<file path="src/asrp_params.svh">
// Register offsets, field positions and reset values of the audio serial receive port.
// Assumes an 8-bit register port with 8-bit data; included by bare name.
`ifndef ASRP_PARAMS_SVH
`define ASRP_PARAMS_SVH

// Register offsets
`define ASRP_OFS_IFACE 8'h00
`define ASRP_OFS_OFFSET 8'h04
`define ASRP_OFS_CLKCTL 8'h08
`define ASRP_OFS_BDIV 8'h0C
`define ASRP_OFS_PORT 8'h10
`define ASRP_OFS_STATUS 8'h14

// Interface control fields
`define ASRP_FMT_HI 7
`define ASRP_FMT_LO 6
`define ASRP_WL_HI 5
`define ASRP_WL_LO 4
`define ASRP_B_BDIR 3
`define ASRP_B_WDIR 2
`define ASRP_B_PULSE 1
`define ASRP_B_KEEP 0

// Clock control and port select fields
`define ASRP_B_INV 3
`define ASRP_SRC_HI 1
`define ASRP_SRC_LO 0
`define ASRP_B_SEC 0
`define ASRP_WSRC_HI 5
`define ASRP_WSRC_LO 4
`define ASRP_WSRC_SEC 2'h1
`define ASRP_SRC_MOD 2'h1

// Reset values
`define ASRP_RST_IFACE 8'h00
`define ASRP_RST_OFFSET 8'h00
`define ASRP_RST_CLKCTL 8'h00
`define ASRP_RST_BDIV 8'h01
`define ASRP_RST_PORT 8'h00

`endif

</file>
<file path="src/asrp_pkg.sv">
// Types shared by the audio serial receive port modules.
// Assumes nothing beyond a SystemVerilog compiler.
package asrp_pkg;

  // Framing formats, encoded as the format field
  typedef enum logic [1:0] {
    ASRP_I2S = 2'h0,
    ASRP_DSP = 2'h1,
    ASRP_RJ = 2'h2,
    ASRP_LJ = 2'h3
  } asrp_fmt_t;

  // Receive states, Gray coded along hunt, idle, left held
  typedef enum logic [1:0] {
    ASRP_HUNT = 2'h0,
    ASRP_IDLE = 2'h1,
    ASRP_HAVE_L = 2'h3
  } asrp_st_t;

  // Word length code to bit count
  function automatic logic [5:0] asrp_wl_bits(input logic [1:0] code);
    case (code)
      2'h0: asrp_wl_bits = 6'h10;
      2'h1: asrp_wl_bits = 6'h14;
      2'h2: asrp_wl_bits = 6'h18;
      default: asrp_wl_bits = 6'h20;
    endcase
  endfunction

endpackage

</file>
<file path="src/asrp_bclk_div.sv">
// Bit clock generator: divides the selected source clock by 1 to 128.
// Assumes both source clocks arrive already synchronised to sys_clk.
`timescale 1ns/10ps
`include "asrp_params.svh"
module asrp_bclk_div (
  input wire logic sys_clk,
  input wire logic rst,
  input wire logic proc_s,
  input wire logic mod_s,
  input wire logic [1:0] src_sel,
  input wire logic [6:0] div,
  input wire logic run,
  output logic bclk,
  output logic bclk_fall
);
  import asrp_pkg::*;

  logic src_d;
  logic [6:0] cnt;
  logic src;
  logic trans;
  logic [6:0] nm1;

  // Source mux; every source transition is one half period, so divide 1 passes it through
  assign src = (src_sel == `ASRP_SRC_MOD) ? mod_s : proc_s; // RULE22
  assign trans = src ^ src_d;
  assign nm1 = div - 7'h01; // A zero field wraps to 127, so it divides by 128

  always_ff @(posedge sys_clk or posedge rst) begin
    if (rst) begin
      src_d <= 1'b0;
    end else begin
      src_d <= src;
    end
  end

  // Half-period counter; stopped clock parks low so it restarts cleanly
  always_ff @(posedge sys_clk or posedge rst) begin
    if (rst) begin
      cnt <= 7'h00;
      bclk <= 1'b0;
      bclk_fall <= 1'b0;
    end else if (!run) begin
      cnt <= 7'h00;
      bclk <= 1'b0;
      bclk_fall <= 1'b0;
    end else begin
      bclk_fall <= 1'b0;
      if (trans) begin
        if (cnt == nm1) begin // RULE21
          cnt <= 7'h00;
          bclk <= ~bclk;
          bclk_fall <= bclk;
        end else begin
          cnt <= cnt + 7'h01;
        end
      end
    end
  end
endmodule

</file>
<file path="src/asrp_port.sv">
// Audio serial receive port: framing decoder, clock masters and register port.
// Assumes pins are asynchronous to sys_clk and the bit clock is well below sys_clk/4.
//
// Summary of operation
// (RULE1) Word length 16, 20, 24 or 32 bits from a two-bit field.
// (RULE2) Every format carries each sample most significant bit first.
// (RULE3) Word clock and bit clock directions are set separately.
// (RULE4) Word clock marks frame start at sample rate, pulse or square.
// (RULE5) Generated bit clock pulses per frame come from a programmable divider.
// (RULE6) Programmable bit-clock offset between frame start and first data bit.
// (RULE7) One bit inverts the data bit clock polarity in every format.
// (RULE8) Generated clocks run only while powered, unless keep-running is set.
// (RULE9) Right-justified: LSBs sit on the last edges before word clock changes.
// (RULE10) Right-justified frames carry at least twice the word length.
// (RULE11) Left-justified: MSB on first rising edge after each word clock change.
// (RULE12) Left-justified frames hold two words; offset leaves room for a word.
// (RULE13) I2S: MSB on second rising edge after each word clock change.
// (RULE14) I2S channels hold a word; offset leaves room for a word.
// (RULE15) DSP: falling word clock starts frame, left then right, falling edges.
// (RULE16) DSP frames hold two words; offset leaves room for a word.
// (RULE17) Primary or secondary pin set is served, one at a time.
// (RULE18) Word clock direction bit set drives the primary word clock pin.
// (RULE19) Primary word clock source is the sample-rate clock or secondary word clock.
// (RULE20) Bit clock direction bit set drives the bit clock pin.
// (RULE21) Generated bit clock is the source divided by 1 to 128.
// (RULE22) Divider source is the processing clock or the modulator clock.
// (RULE23) Bits outside the word are dropped; one stereo pair per frame.
`timescale 1ns/10ps
`include "asrp_params.svh"
module asrp_port (
  input wire logic sys_clk,
  input wire logic rst,
  input wire logic [7:0] addr,
  input wire logic [7:0] wdata,
  input wire logic wr,
  input wire logic rd,
  output logic [7:0] rdata,
  input wire logic pri_wclk_i,
  output logic pri_wclk_o,
  output logic pri_wclk_oe_n,
  input wire logic pri_bclk_i,
  output logic pri_bclk_o,
  output logic pri_bclk_oe_n,
  input wire logic pri_din,
  input wire logic sec_wclk,
  input wire logic sec_bclk,
  input wire logic sec_din,
  input wire logic converter_sample_rate_clock,
  input wire logic processing_clock,
  input wire logic modulator_clock,
  input wire logic converter_powered,
  output logic [31:0] left_sample,
  output logic [31:0] right_sample,
  output logic sample_valid
);
  import asrp_pkg::*;

  logic [7:0] r_iface;
  logic [7:0] r_ofs;
  logic [7:0] r_clk;
  logic [7:0] r_bdiv;
  logic [7:0] r_port;
  logic [9:0] s1;
  logic [9:0] s2;
  logic bck_d;
  logic wck_p;
  logic [9:0] pos;
  logic [31:0] sh;
  logic [31:0] left_h;
  logic [5:0] pair_cnt;
  logic pls;
  logic src_d;
  logic bclk_gen;
  logic bclk_fall;
  asrp_st_t st;
  asrp_fmt_t fmt;
  logic [1:0] wlc;
  logic restart;
  logic run;
  logic wck;
  logic bck;
  logic dat;
  logic s_fs;
  logic s_wck;
  logic wsrc;
  logic edge_ok;
  logic bnd;
  logic frame_start;
  logic [9:0] idx;
  logic [9:0] start;
  logic [9:0] wl;
  logic [9:0] ws;
  logic right_slot;
  logic in_win;
  logic last;
  logic cap;
  logic cap_right;
  logic [31:0] word;
  logic got_l;
  logic got_r;

  // Left-align a received word so narrow samples read as full-scale values
  function automatic logic [31:0] align_word(input logic [31:0] v, input logic [1:0] code);
    case (code)
      2'h0: align_word = {v[15:0], 16'h0000};
      2'h1: align_word = {v[19:0], 12'h000};
      2'h2: align_word = {v[23:0], 8'h00};
      default: align_word = v;
    endcase
  endfunction

  assign fmt = asrp_fmt_t'(r_iface[`ASRP_FMT_HI:`ASRP_FMT_LO]);
  assign wlc = r_iface[`ASRP_WL_HI:`ASRP_WL_LO]; // RULE1
  assign restart = wr && (addr == `ASRP_OFS_IFACE || addr == `ASRP_OFS_PORT);
  assign run = r_iface[`ASRP_B_KEEP] | s2[9]; // RULE8

  // Register writes; a write to format or port select restarts framing
  always_ff @(posedge sys_clk or posedge rst) begin
    if (rst) begin
      r_iface <= `ASRP_RST_IFACE;
      r_ofs <= `ASRP_RST_OFFSET;
      r_clk <= `ASRP_RST_CLKCTL;
      r_bdiv <= `ASRP_RST_BDIV;
      r_port <= `ASRP_RST_PORT;
    end else if (wr) begin
      case (addr)
        `ASRP_OFS_IFACE: r_iface <= wdata;
        `ASRP_OFS_OFFSET: r_ofs <= wdata; // RULE6
        `ASRP_OFS_CLKCTL: r_clk <= wdata;
        `ASRP_OFS_BDIV: r_bdiv <= wdata; // RULE5
        `ASRP_OFS_PORT: r_port <= wdata;
        default: ;
      endcase
    end
  end

  // Read data stand for exactly the cycle after the strobe; unmapped reads give zero
  always_ff @(posedge sys_clk or posedge rst) begin
    if (rst) begin
      rdata <= 8'h00;
    end else if (rd) begin
      case (addr)
        `ASRP_OFS_IFACE: rdata <= r_iface;
        `ASRP_OFS_OFFSET: rdata <= r_ofs;
        `ASRP_OFS_CLKCTL: rdata <= r_clk;
        `ASRP_OFS_BDIV: rdata <= r_bdiv;
        `ASRP_OFS_PORT: rdata <= r_port;
        `ASRP_OFS_STATUS: rdata <= {pair_cnt, st};
        default: rdata <= 8'h00;
      endcase
    end else begin
      rdata <= 8'h00;
    end
  end

  // Two-flop synchronisers for every pin; only stage two is read
  always_ff @(posedge sys_clk or posedge rst) begin
    if (rst) begin
      s1 <= 10'h000;
      s2 <= 10'h000;
    end else begin
      s1 <= {converter_powered, modulator_clock, processing_clock, converter_sample_rate_clock,
             sec_din, sec_bclk, sec_wclk, pri_din, pri_bclk_i, pri_wclk_i};
      s2 <= s1;
    end
  end

  // One pin set at a time; a driven primary clock reads back through its own pad
  assign wck = r_port[`ASRP_B_SEC] ? s2[3] : s2[0]; // RULE17
  assign bck = r_port[`ASRP_B_SEC] ? s2[4] : s2[1];
  assign dat = r_port[`ASRP_B_SEC] ? s2[5] : s2[2];
  assign s_fs = s2[6];
  assign s_wck = s2[3];

  // Sampling edge: rising by default, falling in DSP, swapped by the invert bit
  assign edge_ok = ((fmt == ASRP_DSP) ^ r_clk[`ASRP_B_INV]) ? (bck_d & ~bck) : (~bck_d & bck); // RULE7 RULE15

  // Slot decode from the bit position since the last frame or channel mark
  always_comb begin
    bnd = wck ^ wck_p;
    frame_start = bnd & ((fmt != ASRP_DSP) | ~wck); // RULE4
    idx = frame_start ? 10'h000 : pos;
    start = {2'h0, r_ofs} + ((fmt == ASRP_I2S) ? 10'h001 : 10'h000); // RULE6 RULE13
    wl = {4'h0, asrp_wl_bits(wlc)};
    case (fmt)
      ASRP_DSP: right_slot = idx >= start + wl; // RULE15
      ASRP_I2S: right_slot = wck; // RULE13
      default: right_slot = ~wck; // RULE11
    endcase
    ws = (fmt == ASRP_DSP && right_slot) ? start + wl : start;
    in_win = (idx >= ws) && (idx < ws + wl); // RULE23
    last = idx == ws + wl - 10'h001;
  end

  // Right-justified words end at the channel mark; others at the window end
  assign cap = edge_ok & ((fmt == ASRP_RJ) ? bnd : (in_win & last)); // RULE9
  assign cap_right = (fmt == ASRP_RJ) ? ~wck_p : right_slot;
  assign word = align_word((fmt == ASRP_RJ) ? sh : {sh[30:0], dat}, wlc); // RULE2
  assign got_l = cap & ~cap_right & (st != ASRP_HUNT);
  assign got_r = cap & cap_right & (st == ASRP_HAVE_L);

  // Edge history of the selected clocks
  always_ff @(posedge sys_clk or posedge rst) begin
    if (rst) begin
      bck_d <= 1'b0;
      wck_p <= 1'b0;
    end else begin
      bck_d <= bck;
      // A restart takes the present level as reference, so the next change, in DSP the next fall, counts as a frame mark
      if (edge_ok || restart) begin
        wck_p <= wck;
      end
    end
  end

  // Bit position counter saturates so a missing word clock cannot wrap it
  always_ff @(posedge sys_clk or posedge rst) begin
    if (rst) begin
      pos <= 10'h000;
    end else if (restart) begin
      pos <= 10'h000;
    end else if (edge_ok) begin
      pos <= (idx == 10'h3FF) ? idx : idx + 10'h001;
    end
  end

  // Shift register, MSB first; right-justified keeps shifting to hold the tail
  always_ff @(posedge sys_clk or posedge rst) begin
    if (rst) begin
      sh <= 32'h00000000;
    end else if (edge_ok && (in_win || fmt == ASRP_RJ)) begin
      sh <= {sh[30:0], dat}; // RULE2 RULE23
    end
  end

  // Pair tracker; hunts for a frame mark after reset or reconfiguration
  always_ff @(posedge sys_clk or posedge rst) begin
    if (rst) begin
      st <= ASRP_HUNT;
    end else if (restart) begin
      st <= ASRP_HUNT; // RULE17
    end else begin
      case (st)
        ASRP_HUNT: if (edge_ok && frame_start) begin
          st <= ASRP_IDLE;
        end
        ASRP_IDLE: if (got_l) begin
          st <= ASRP_HAVE_L;
        end
        ASRP_HAVE_L: if (got_r) begin
          st <= ASRP_IDLE;
        end
        default: st <= ASRP_HUNT;
      endcase
    end
  end

  // Left word is held until its right partner arrives, then both leave together
  always_ff @(posedge sys_clk or posedge rst) begin
    if (rst) begin
      left_h <= 32'h00000000;
      left_sample <= 32'h00000000;
      right_sample <= 32'h00000000;
      sample_valid <= 1'b0;
      pair_cnt <= 6'h00;
    end else begin
      sample_valid <= 1'b0;
      if (got_l) begin
        left_h <= word;
      end
      if (got_r) begin
        left_sample <= left_h; // RULE23
        right_sample <= word;
        sample_valid <= 1'b1;
        pair_cnt <= pair_cnt + 6'h01;
      end
    end
  end

  // Master word clock source and optional one-bit-clock pulse form
  assign wsrc = (r_port[`ASRP_WSRC_HI:`ASRP_WSRC_LO] == `ASRP_WSRC_SEC) ? s_wck : s_fs; // RULE19

  always_ff @(posedge sys_clk or posedge rst) begin
    if (rst) begin
      src_d <= 1'b0;
      pls <= 1'b0;
    end else begin
      src_d <= wsrc;
      if (wsrc && !src_d) begin
        pls <= 1'b1; // RULE4
      end else if (bclk_fall) begin
        pls <= 1'b0;
      end
    end
  end

  asrp_bclk_div u_div (
    .sys_clk(sys_clk),
    .rst(rst),
    .proc_s(s2[7]),
    .mod_s(s2[8]),
    .src_sel(r_clk[`ASRP_SRC_HI:`ASRP_SRC_LO]),
    .div(r_bdiv[6:0]),
    .run(run),
    .bclk(bclk_gen),
    .bclk_fall(bclk_fall)
  );

  // Pin drivers; clocks park low while the converter sleeps with keep-running clear, which saves power
  always_ff @(posedge sys_clk or posedge rst) begin
    if (rst) begin
      pri_wclk_o <= 1'b0;
      pri_bclk_o <= 1'b0;
      pri_wclk_oe_n <= 1'b1;
      pri_bclk_oe_n <= 1'b1;
    end else begin
      pri_wclk_o <= run & (r_iface[`ASRP_B_PULSE] ? pls : wsrc); // RULE8
      pri_bclk_o <= bclk_gen; // RULE5
      pri_wclk_oe_n <= ~r_iface[`ASRP_B_WDIR]; // RULE3 RULE18
      pri_bclk_oe_n <= ~r_iface[`ASRP_B_BDIR]; // RULE3 RULE20
    end
  end
endmodule

</file>
<file path="config.mk">
export PLATFORM = sky130hd
export DESIGN_NAME = asrp_port
export DESIGN_NICKNAME = d
export VERILOG_FILES = /design/src/asrp_pkg.sv /design/src/asrp_bclk_div.sv /design/src/asrp_port.sv
export VERILOG_INCLUDE_DIRS = /design/src
export SDC_FILE = /design/constraint.sdc
export NUM_CORES = 1
export LEC_CHECK = 0
export BUFFER_PORTS_ARGS = -buffer_cell sky130_fd_sc_hd__buf_4
export CAP_MARGIN = 20
export CORE_MARGIN = 10
export CORE_UTILIZATION = 55
export CTS_CLUSTER_DIAMETER = 150
export DETAILED_ROUTE_END_ITERATION = 8
export MAX_ROUTING_LAYER = met4
export PLACE_DENSITY_LB_ADDON = 0.1
export SLEW_MARGIN = 0
export SYNTH_ARGS = -nofsm -noshare
export SYNTH_HDL_FRONTEND = slang
export SYNTH_SLANG_ARGS = --single-unit
</file>
<file path="constraint.sdc">
create_clock -name sys_clk -period 10.5 [get_ports sys_clk]
set_input_delay 2.1 -clock sys_clk [delete_from_list [all_inputs] [get_ports sys_clk]]
set_output_delay 2.1 -clock sys_clk [all_outputs]
set_load 0.05 [all_outputs]
</file>
==> flow_summary.ini <==
[outcome]
status = finished clean

[power]
leakagePower_uw = 0.00682
powerDensity_nw_per_um2 = 153
vdd_drop_max_uv = 123

[cells_and_area]
final_nets = 1239
drive_gt1_share_pct = 22.7
fin_cells = 1464
fillCellCount = 1779
diodes = 0
finalInstanceArea_sq_um = 14000
final_cell_mix = dfrtp_1, buf_4, nand2_1
fin_util_pct = 64.1
syn_to_final_growth_pct = 15.4
mostFrequentLayoutCell = dfrtp_1

[worst_setup_path]
worstPathMaxFanout = 32
critPathRequiredTime_ps = 10890
start_kind = flop
path_delay_family = compound AO/OA/AOI/OAI gates
slowest_delay_ps = 780
crit_arrival_ps = 9590
cp-end-kind = flop
crit_slowest_cell = a2111oi_1
crit_top_cell = ha_1
critical_path_buf_inv_count = 3
criticalPathCategory = flop to flop

[drt]
drt-total-wl_mm = 27.2
wire_per_inst_um = 18.6
via_per_inst = 5.71
via_count = 8361
dr.pass1.iters = 5
postRouteAntennaNets = 0
drtIter0Drc = 656
drc = 0

[flow_run]
cap_violations = 0

[timing]
finalHoldViolCount = 0
relSlewSlack_pct = 30.3
tns_ps = 0
tightestPinTransition_ps = 1040
rsz0062_at_grt = false
fin_crit_ps = 9200
timing.hold.ws_ps = 339
post-route-period-util_pct = 87.6
skew_ps = 19.8
maxSlewViolCount = 0
max_freq_mhz = 109
setup_viol = 0

[floorplan]
initial_utilization_pct = 55.6
core-area_sq_um = 21800
rows = 54
fp.dieW_um = 168
die_y_um = 168
die_area_sq_um = 28300
io_pins = 107

[clocking]
cts-resized-gates = 0
htreeDepth = 1
clk_pin_slew_worst_paths_ps = 60
cts_hold_buf = 0
cts_buffers = 26
cts_root_buffer = clkbuf_16
cts.path.max_buffers = 3
cts_tree = done
cts_setup_buffers = 0
clock_latency_ps = 530
cts_sinks = 233

[synth]
synth_area_leader_cell = dfrtp_1
synth_seq_cells = 233
yosysTopAreaCellShare_pct = 47.6
yosys_most_used_dff = dfrtp_1
avgSynthCellArea_sq_um = 11.4
syn_inst = 1062
yosysWarnings = 0
synth_edf_count = 0
ys_seq_area_share_pct = 48.2
yosys.cell_types.count = 73
synth.area.top_cells = dfrtp_1, mux2_2, mux2_1, ha_1, mux2i_1
synthArstFlopShare_pct = 100
synthesis.area_sq_um = 12100

[placed_design]
place_area_sq_um = 13200
io_buffers = 106
dp_cells = 1418
gp_congestion = 0.931
hpwl_mm = 19.6

[grt]
overflow = 0
grt_max_degree = 88
grt_use_total_pct = 19.3
grt_pass1_vias = 8212
antenna_found_initial = 0
grt_pass1_wl_mm = 44.5

[min_path]
hold_class = flop to flop
## worst reg2reg max path: cells and delay by family (launching register included)
kind / cells / cell delay, ps
simple gates: 9 / 1360
xor+xnor: 2 / 360
compound gates: 13 / 3710
buf+inv: 3 / 630
fa+ha+maj: 8 / 2120
flops: 1 / 480
mux: 1 / 420
## cell type report
type / count / area, sq um / share of cell area [%]
Clock buffer: 39 / 709 / 5.08
Clock inverter: 7 / 75.1 / 0.538
Inverter: 66 / 255 / 1.83
Multi-Input combinational cell: 722 / 5840 / 41.8
Sequential cell: 233 / 5830 / 41.8
Tap cell: 280 / 350 / 2.51
Timing Repair Buffer: 117 / 891 / 6.39
## cells in the mapped netlist, types with 8 or more instances
cell	count
xor2_1	24
nor2_1	61
a21o_1	11
mux4_2	8
mux2_4	16
o21ai_0	33
o211ai_1	14
a21boi_0	9
nor4_1	9
ha_1	41
nand2_1	80
clkbuf_1	21
mux2i_1	48
nand2b_1	10
dfrtp_1	230
a22oi_1	9
inv_1	66
a21oi_1	36
nor3_1	12
and2_1	10
mux2_1	58
mux2_2	73
xnor2_1	27
nand3_1	25
buf_2	8
## cell families after synthesis
kind of cell             Yosys count  synth area share, %
AND/OR/NAND/NOR                  250                 10.1
flip-flops                       233                 48.2
multiplexers                     203                 19.6
AO/OA/AOI/OAI                    171                 9.64
buffers and inverters            108                 3.74
XOR/XNOR                          53                 4.01
adder cells (fa/ha/maj)           43                 4.57
other                              1               0.0310
## worst paths after layout
kind,start,endpoint,slack (ps),depth (start not counted)
worst max-delay path,r_iface[6],left_h[13],1300,36
worst min-delay path,s1[5],s2[5],340,0
worst max register to register,r_iface[6],left_h[13],1300,36
worst min register to register,s1[5],s2[5],340,0
max in group asynchronous,rst,right_sample[0],7410,3
min in group asynchronous,rst,right_sample[25],1620,2
## through the flow
step           worst slack, ps  total power (uW)
2_1_floorplan             2020              1220
3_3_place_gp              1660              1300
3_5_place_dp              1410              1300
4_1_cts                   1410              2150
5_1_grt                    682              2230
6_report                  1300              2130
## power by group
group | switching (uW) | total [uW] | internal [uW]
combinational | 183 | 307 | 124
sequential | 42.1 | 984 | 942
clock | 349 | 840 | 491
## routing by layer
| metal | global-route usage (%) | vias up | share of wire [%] |
|---|---|---|---|
| met1 | 26.5 | 4151 | 47 |
| li1 | - | 3990 | - |
| met2 | 29.8 | 179 | 47 |
| met5 | - | - | 0 |
| met3 | 2.75 | 41 | 4.1 |
| met4 | 4.20 | 0 | 1.9 |
## state kept, by name, summed over array words and instances, names as in the netlist, 6 cells and up
register      flops
rdata             8
u_div.cnt         7
right_sample     32
pos              10
left_h           32
sh               32
r_ofs             8
r_port            8
r_bdiv            8
r_clk             8
r_iface           8
left_sample      32
s1               10
pair_cnt          6
s2               10
Note: power is estimated with default switching activity, not from simulation.
